===== src/inc/bridge_window_pkg.sv =====
// How it works
// - Offset 28h holds a 32-bit read/write upper start address of the prefetchable window, zero at reset.
// - Offset 2Ch holds a 32-bit read/write upper end address of the prefetchable window, zero at reset.
// - Offset 30h holds a 16-bit read/write I/O start extension, zero at reset, with zeros below.
// - Offset 32h holds a 16-bit read/write I/O end extension, zero at reset, with ones below.
// - Offset 34h always reads 50h and ignores writes.
// - Offset 3Ch is an 8-bit scratch register that resets to FFh and steers nothing.
// - Offset 3Dh always reads 00h because the bridge raises no interrupts itself.
// - Interrupt requests from the secondary side are passed on to the primary side.
// - The window start is the upper start register joined to the lower start field and 20 zeros.
// - The window end is the upper end register joined to the lower end field and 20 ones.
package bridge_window_pkg;

    // ------------------------------------------------------------
    // Register offsets and reset values
    // ------------------------------------------------------------
    localparam logic [7:0]  OFS_PF_START_HI = 8'h28;
    localparam logic [7:0]  OFS_PF_END_HI   = 8'h2c;
    localparam logic [7:0]  OFS_IO_START_HI = 8'h30;
    localparam logic [7:0]  OFS_IO_END_HI   = 8'h32;
    localparam logic [7:0]  OFS_CAP_PTR     = 8'h34;
    localparam logic [7:0]  OFS_INT_SCRATCH = 8'h3c;
    localparam logic [7:0]  OFS_INT_PIN     = 8'h3d;
    localparam logic [31:0] RST_PF_HI       = 32'h0000_0000;
    localparam logic [15:0] RST_IO_HI       = 16'h0000;
    localparam logic [7:0]  CAP_PTR_VALUE   = 8'h50;
    localparam logic [7:0]  RST_INT_SCRATCH = 8'hff;
    localparam logic [7:0]  INT_PIN_VALUE   = 8'h00;

    // ------------------------------------------------------------
    // Window assembly fill patterns
    // ------------------------------------------------------------
    localparam logic [19:0] LOW_FILL_ZERO   = 20'h00000;
    localparam logic [19:0] LOW_FILL_ONES   = 20'hfffff;

    // ------------------------------------------------------------
    // Carriers
    // ------------------------------------------------------------
    typedef struct packed {
        logic        req;
        logic        we;
        logic [5:0]  index;
        logic [3:0]  be;
        logic [31:0] wdata;
    } cfg_req_t;

    typedef struct packed {
        logic        valid;
        logic        is_io;
        logic [63:0] addr;
    } fwd_req_t;

    // Dword index of a byte offset
    function automatic logic [5:0] cfg_index(input logic [7:0] ofs);
        return ofs[7:2];
    endfunction

    // Byte-lane merge of a configuration write
    function automatic logic [31:0] merge_be(input logic [31:0] old,
                                             input logic [31:0] wdata,
                                             input logic [3:0]  be);
        logic [31:0] res;
        res = old;
        for (int i = 0; i < 4; i++) begin
            if (be[i]) begin
                res[i*8 +: 8] = wdata[i*8 +: 8];
            end
        end
        return res;
    endfunction

endpackage


===== src/bridge_window_upper_cfg_regs.sv =====
`timescale 1ns/1ps
module bridge_window_upper_cfg_regs
    import bridge_window_pkg::*;
#(
    parameter int INTX_W = 4
) (
    // Clock and reset
    input  wire logic              sys_clk,
    input  wire logic              rst_n,
    // Configuration access
    input  wire cfg_req_t          cfg_in,
    output logic                   cfg_ack,
    output logic [31:0]            cfg_rdata,
    // Lower window fields, address bits 31:20
    input  wire logic [11:0]       pf_start_low,
    input  wire logic [11:0]       pf_end_low,
    // Forwarding decode
    input  wire fwd_req_t          fwd_in,
    output logic                   fwd_done,
    output logic                   fwd_hit,
    // Interrupt pass-through
    input  wire logic [INTX_W-1:0] intx_secondary,
    output logic [INTX_W-1:0]      intx_primary
);

    // ------------------------------------------------------------
    // Reset release
    // ------------------------------------------------------------
    logic rst_meta_n;
    logic rst_sync_n;

    always_ff @(posedge sys_clk or negedge rst_n) begin
        if (!rst_n) begin
            rst_meta_n <= 1'b0;
            rst_sync_n <= 1'b0;
        end else begin
            rst_meta_n <= 1'b1;
            rst_sync_n <= rst_meta_n;
        end
    end

    // ------------------------------------------------------------
    // Register decode
    // ------------------------------------------------------------
    logic [31:0] pf_start_hi;
    logic [31:0] pf_end_hi;
    logic [15:0] io_start_hi;
    logic [15:0] io_end_hi;
    logic [7:0]  int_scratch;

    wire         wr_en       = cfg_in.req && cfg_in.we;
    wire         hit_pf_st   = cfg_in.index == cfg_index(OFS_PF_START_HI);
    wire         hit_pf_end  = cfg_in.index == cfg_index(OFS_PF_END_HI);
    wire         hit_io      = cfg_in.index == cfg_index(OFS_IO_START_HI);
    wire         hit_cap     = cfg_in.index == cfg_index(OFS_CAP_PTR);
    wire         hit_int     = cfg_in.index == cfg_index(OFS_INT_SCRATCH);
    wire [31:0]  io_dword    = {io_end_hi, io_start_hi};
    wire [31:0]  int_dword   = {16'h0000, INT_PIN_VALUE, int_scratch};
    wire [31:0]  next_pf_st  = merge_be(pf_start_hi, cfg_in.wdata, cfg_in.be);
    wire [31:0]  next_pf_end = merge_be(pf_end_hi, cfg_in.wdata, cfg_in.be);
    wire [31:0]  next_io     = merge_be(io_dword, cfg_in.wdata, cfg_in.be);
    wire [31:0]  next_int    = merge_be(int_dword, cfg_in.wdata, cfg_in.be);
    // Read-only bytes come from constants, so writes there simply fall away
    wire [31:0]  rd_mux      = hit_pf_st  ? pf_start_hi :
                               hit_pf_end ? pf_end_hi :
                               hit_io     ? io_dword :
                               hit_cap    ? {24'h000000, CAP_PTR_VALUE} :
                               hit_int    ? int_dword :
                                            32'h0000_0000;

    // ------------------------------------------------------------
    // Register storage
    // ------------------------------------------------------------
    always_ff @(posedge sys_clk or negedge rst_sync_n) begin
        if (!rst_sync_n) begin
            pf_start_hi <= RST_PF_HI;
            pf_end_hi   <= RST_PF_HI;
            io_start_hi <= RST_IO_HI;
            io_end_hi   <= RST_IO_HI;
            int_scratch <= RST_INT_SCRATCH;
        end else if (wr_en) begin
            if (hit_pf_st)  pf_start_hi <= next_pf_st;
            if (hit_pf_end) pf_end_hi   <= next_pf_end;
            if (hit_io)     io_start_hi <= next_io[15:0];
            if (hit_io)     io_end_hi   <= next_io[31:16];
            if (hit_int)    int_scratch <= next_int[7:0];
        end
    end

    always_ff @(posedge sys_clk or negedge rst_sync_n) begin
        if (!rst_sync_n) begin
            cfg_ack   <= 1'b0;
            cfg_rdata <= 32'h0000_0000;
        end else begin
            cfg_ack   <= cfg_in.req;
            cfg_rdata <= (cfg_in.req && !cfg_in.we) ? rd_mux : 32'h0000_0000;
        end
    end

    // ------------------------------------------------------------
    // Window assembly and forwarding decode
    // ------------------------------------------------------------
    // I/O space is 32 bits wide, so only the low 12 extension bits reach the compare
    wire [63:0] pf_start  = {pf_start_hi, pf_start_low, LOW_FILL_ZERO};
    wire [63:0] pf_end    = {pf_end_hi, pf_end_low, LOW_FILL_ONES};
    wire [31:0] io_start  = {io_start_hi[11:0], LOW_FILL_ZERO};
    wire [31:0] io_end    = {io_end_hi[11:0], LOW_FILL_ONES};
    wire        in_pf     = (fwd_in.addr >= pf_start) && (fwd_in.addr <= pf_end);
    wire        in_io     = (fwd_in.addr[63:32] == 32'h0000_0000)
                            && (fwd_in.addr[31:0] >= io_start)
                            && (fwd_in.addr[31:0] <= io_end);
    wire        next_hit  = fwd_in.valid && (fwd_in.is_io ? in_io : in_pf);

    always_ff @(posedge sys_clk or negedge rst_sync_n) begin
        if (!rst_sync_n) begin
            fwd_done     <= 1'b0;
            fwd_hit      <= 1'b0;
            intx_primary <= '0;
        end else begin
            fwd_done     <= fwd_in.valid;
            fwd_hit      <= next_hit;
            intx_primary <= intx_secondary;
        end
    end
endmodule


===== config.mk =====
export PLATFORM = sky130hd
export DESIGN_NAME = bridge_window_upper_cfg_regs
export DESIGN_NICKNAME = d
export VERILOG_FILES = /design/src/inc/bridge_window_pkg.sv /design/src/bridge_window_upper_cfg_regs.sv
export SDC_FILE = /design/constraint.sdc
export NUM_CORES = 1
export LEC_CHECK = 0
export BUFFER_PORTS_ARGS = -buffer_cell sky130_fd_sc_hd__buf_2
export CAP_MARGIN = 0
export CELL_PAD_IN_SITES_DETAIL_PLACEMENT = 2
export CELL_PAD_IN_SITES_GLOBAL_PLACEMENT = 2
export CORE_MARGIN = 1
export CORE_UTILIZATION = 38
export DETAILED_ROUTE_END_ITERATION = 8
export PLACE_DENSITY = 0.9
export SLEW_MARGIN = 20
export SYNTH_ARGS = -nofsm -noshare
export SYNTH_HDL_FRONTEND = slang
export SYNTH_SLANG_ARGS = --single-unit

===== constraint.sdc =====
create_clock -name sys_clk -period 7.9 [get_ports sys_clk]
set_input_delay 0.395 -clock sys_clk [delete_from_list [all_inputs] [get_ports sys_clk]]
set_output_delay 0.395 -clock sys_clk [all_outputs]
set_load 0.02 [all_outputs]

# ---- Word level (Yosys, flattened, before mapping)
# Index checks and enable logic that the tools add are counted.
dict set report word_totals {
  ff_bits 145
  out_inout_bits 39
  inputBits 140
  elab_cells 57
}
dict set report classes {
  order_cmp 4
  mux 7
  eq_ne 5
  n_reduce_logical 21
}
# op n
set op_table {}
lappend op_table {{32-bit two-way mux} 4}
lappend op_table {{64-bit >= comparator} 1}
lappend op_table {{64-bit <= comparator} 1}
lappend op_table {{3-bit AND reduction} 13}
lappend op_table {{32-bit >= comparator} 1}
lappend op_table {{32-bit <= comparator} 1}
lappend op_table {{32-bit zero test} 1}
lappend op_table {{6-bit by 4-bit == test with 1-bit output (second input constant)} 5}
lappend op_table {{8-bit two-way mux} 2}
lappend op_table {{1-bit logical AND} 6}
lappend op_table {{1-bit zero test} 1}
lappend op_table {{1-bit two-way mux} 1}

# ---- Longest topological paths before layout
dict set report logic_depth {
  word_depth 7
  mapped_depth 9
  mapped_depth_nobuf 9
}

# ---- Least setup slack after synthesis
# No wires, ideal clock.
dict set report synth_timing {
  path_type {input-to-reg}
  start {input port fwd_in[53] (netlist bit)}
  end {register fwd_hit}
  slack_ps 5846
  cell_stages 8
  t_arrival_ps 1927
  required_ps 7772
  path_cell_list {ha_1 a21o_1 a21o_1 a221oi_1 o22ai_1 or3_1 o22ai_1 o31ai_1}
}
dict set report synth_via {
  elab_chain_len 5
  word_cells_on_any_way 8
  cone_classes {order compare: 2; mux: 1; reduce/logical: 5}
}
# element line_no
set synth_rtl {}
lappend synth_rtl {{start, declared} bridge_window_upper_cfg_regs.sv:18} ;# input wire fwd_req_t fwd_in,
lappend synth_rtl {{parallel branches: the longest is 3 deep, another holds 64-bit >= comparator} n/a}
lappend synth_rtl {{1-bit two-way mux (*)} bridge_window_upper_cfg_regs.sv:112} ;# wire next_hit = fwd_in.valid && (fwd_in.is_io ? in_io : in_pf);
lappend synth_rtl {{1-bit logical AND (*)} bridge_window_upper_cfg_regs.sv:112}
lappend synth_rtl {{named net next_hit} bridge_window_upper_cfg_regs.sv:112}
lappend synth_rtl {{end signal, assigned} bridge_window_upper_cfg_regs.sv:121} ;# fwd_hit <= next_hit;
lappend synth_rtl {{end, declared} bridge_window_upper_cfg_regs.sv:20} ;# output logic fwd_hit,
# Mark *: on every way through the listed nets, which the timed path passes.
# A chain may end at the register's enable or synchronous reset.

# ---- Worst setup path in the final report
dict set report layout_timing {
  start {input port cfg_in[41] (netlist bit)}
  end {register pf_start_hi[10]}
}
dict set report layout_via {
  elab_chain_len 2
}
# element line_no
set layout_rtl {}
lappend layout_rtl {{start, declared} bridge_window_upper_cfg_regs.sv:11} ;# input wire cfg_req_t cfg_in,
lappend layout_rtl {{6-bit by 4-bit == test with 1-bit output} bridge_window_upper_cfg_regs.sv:52} ;# wire hit_pf_st = cfg_in.index == cfg_index(OFS_PF_START_HI);
lappend layout_rtl {{3-bit AND reduction (no line)} n/a}
lappend layout_rtl {{end signal, assigned} bridge_window_upper_cfg_regs.sv:82} ;# if (hit_pf_st) pf_start_hi <= next_pf_st;
lappend layout_rtl {{end, declared} bridge_window_upper_cfg_regs.sv:45} ;# logic [31:0] pf_start_hi;
# No other way between the ends.

==> run metrics <==
status=finished clean; final setup vio count=0; vias per inst=5.79; per-cell routed wire length=25.6 um; RR Startpoint=pf_end_hi[29]$_DFFE_PN0P_; Pint=1320 uW; Seq pwr share=42.8%; row cnt=55; commonest cells after routing, fill and taps aside=buf_2, dfrtp_1, inv_1; register bit total from synthesis=145; synthesized area=8740 um^2; nature of the critical path endpoint=register; syn_nets=1,092; Initial Util=38.7%; MaxCap Viol Count=0; Final #Nets=1,273; max_slew headroom=42.6%; Yosys warning count=0; drt total wl=33.7 mm; hold slack final=56.5 ps; worst-margin pin slew=861 ps; initial antenna violation count=0; initial drt markers=387; Lkg Pwr=0.00521 uW; Worst-Skew Late Latency=440 ps; critical path data arrival time=3180 ps; Tcrit/Tclk final=36.1%; Netlist cell types=49; commonest non-fill, non-tap cell in the layout=buf_2; PostCTS Resize Cnt=0; chip height=154 um; I/O pin cnt=179; final core occ=46.6%; CTS Buf Count=17; Clock Power Share=41.6%; first-pass GRT wire length=52.3 mm; reg2reg setup slack=5190 ps; via count=7,637; CTS tree=built; Final Slew Violations=0; Die X=154 um; cell count after synthesis=840; pwr dens=178 nW/um^2; global-route usage over all layers=29.6%; Most used DFF post-synth=dfrtp_1; critical path class=input pin to register; die area=23,600 um^2; Core ar.=22,600 um^2; DP Area=9950 um^2; Logic pwr share=15.6%; worst hold-check path type=input pin to register; worst-case reg-to-reg path depth=9; Peak Freq=350 MHz; Critical Path Sink=pf_start_hi[10]$_DFFE_PN0P_; 1st-pass router iterations=5; Final Cell Area=10,500 um^2; DRT antenna net count=0; Ant. Diodes=0; Sinks on Clock Net=145; Routability Congestion=0.852; vias in the first global route=8,799; largest net degree at the start of global routing=57; Critical Path RT=8220 ps; grt total ovfl=0; RSZ-0062 raised after global routing=no; Post-synth ARST share=100%; synthesized area per cell=10.4 um^2; H-tree Lvls=4; Switch Pwr=544 uW; Clk Tree Root Cell=clkbuf_16; Setup TNS=0 ps; crit path time final=2860 ps; post-synthesis sequential area ratio=41.6%; worst r2r dst=fwd_hit$_DFF_PN0_; clk slew on worst S/H paths=60 ps; crit start category=input pin; Peak VDD IR=0.159 mV; Longest Clk Path Bufs=2; share of layout cells above drive strength 1=32.1%; worst-path maximum fanout=35; final hold vios=0; DR DRC count=0; IO buf count=178; Worst Setup SP=cfg_in[41]; Post-DP HPWL=24.4 mm; P&R area growth vs syn=20.2%; Post-synth EDFFs=0; Net Sw Frac=29.1%; Final Skew=8.91 ps
## worst min path at each step
stage / startpoint / end / slack (ps) / cells past startpoint
3_5_place_dp: rst_n / rst_meta_n$_DFF_PN0_ / 180 / 1
5_1_grt: intx_secondary[3] / intx_primary[3]$_DFF_PN0_ / 50 / 1
6_report: intx_secondary[2] / intx_primary[2]$_DFF_PN0_ / 60 / 1
3_3_place_gp: rst_n / rst_meta_n$_DFF_PN0_ / 180 / 1
2_1_floorplan: rst_n / rst_meta_n$_DFF_PN0_ / 100 / 0
4_1_cts: intx_secondary[2] / intx_primary[2]$_DFF_PN0_ / 40 / 1
## metal layers
layer / track usage, % / vias up / part of all wire (%)
met5: 0 / - / 0
met4: 12.8 / 0 / 3.4
met3: 5.24 / 85 / 4.8
met2: 52.9 / 291 / 51
met1: 34.8 / 3894 / 41
li1: - / 3367 / -
## synth_stat cells (7+ instances only)
master / instances / share of area, %
a211oi_1: 27 / 2.3
a21o_1: 26 / 2.2
a22oi_1: 30 / 2.6
nor4_1: 15 / 1.1
dfrtp_1: 137 / 39
nand4_1: 28 / 2.0
nor3_1: 7 / 0.40
nor2_1: 12 / 0.52
ha_1: 112 / 16
dfstp_2: 8 / 2.4
a221oi_1: 7 / 0.70
mux2_2: 94 / 12
clkbuf_1: 16 / 0.69
o21ai_0: 26 / 1.5
nand3_1: 8 / 0.46
inv_1: 116 / 5.0
nand2_1: 74 / 3.2
a21oi_1: 41 / 2.3
and4_1: 7 / 0.70
## flip-flops by register name (all words and copies together) (netlist names)
name / cells
cfg_rdata: 32
pf_end_hi: 32
pf_start_hi: 32
io_end_hi: 16
io_start_hi: 16
int_scratch: 8
intx_primary: 4
cfg_ack: 1
fwd_done: 1
fwd_hit: 1
rst_meta_n: 1
rst_sync_n: 1
## cells by family after synthesis
group	synth area share (%)
AOI/OAI and AO/OA	13.0
muxes	12.4
adders and majority gates	16.0
and+or+nand+nor	10.8
buffers and inverters	6.17
other	0.0429
DFF	41.6
## power by group through the flow
stage          clock, uW  sequential [uW]  combinational [uW]
2_1_floorplan          0              811                 140
3_3_place_gp           0              807                 253
3_5_place_dp           0              811                 278
4_1_cts              786              799                 291
5_1_grt              812              802                 319
6_report             776              799                 292
## through the flow
stage,total power (uW),instances,worst slack [ps]
6_report,1870,1319,5040
5_1_grt,1930,1319,4940
4_1_cts,1880,1319,5060
3_5_place_dp,1090,1286,4630
3_3_place_gp,1060,1286,4710
2_1_floorplan,951,840,3570
## worst max-delay path, cell delays in order
cell,delay (ps)
buf_2,100
nor3b_2,230
nor3b_4,210
buf_4,450
nor2b_2,770
buf_4,390
nand4_4,240
mux2_2,350
## cell type report
type	count	area, um^2
clock buffers	20	437
inverters	117	439
flip-flops and latches	145	3640
fillers	2399	12100
repair buffers	185	946
clock inverters	12	111
well taps	285	357
multi-input cells	555	4580
## timing repair
item | in CTS | in global routing
hold endpoints to repair | 2 | 0
buffers inserted | 0 | 0
endpoints found under the setup margin | 0 | 0
hold buffers | 1 | 0
No activity file was read; power rests on OpenSTA's default activity.
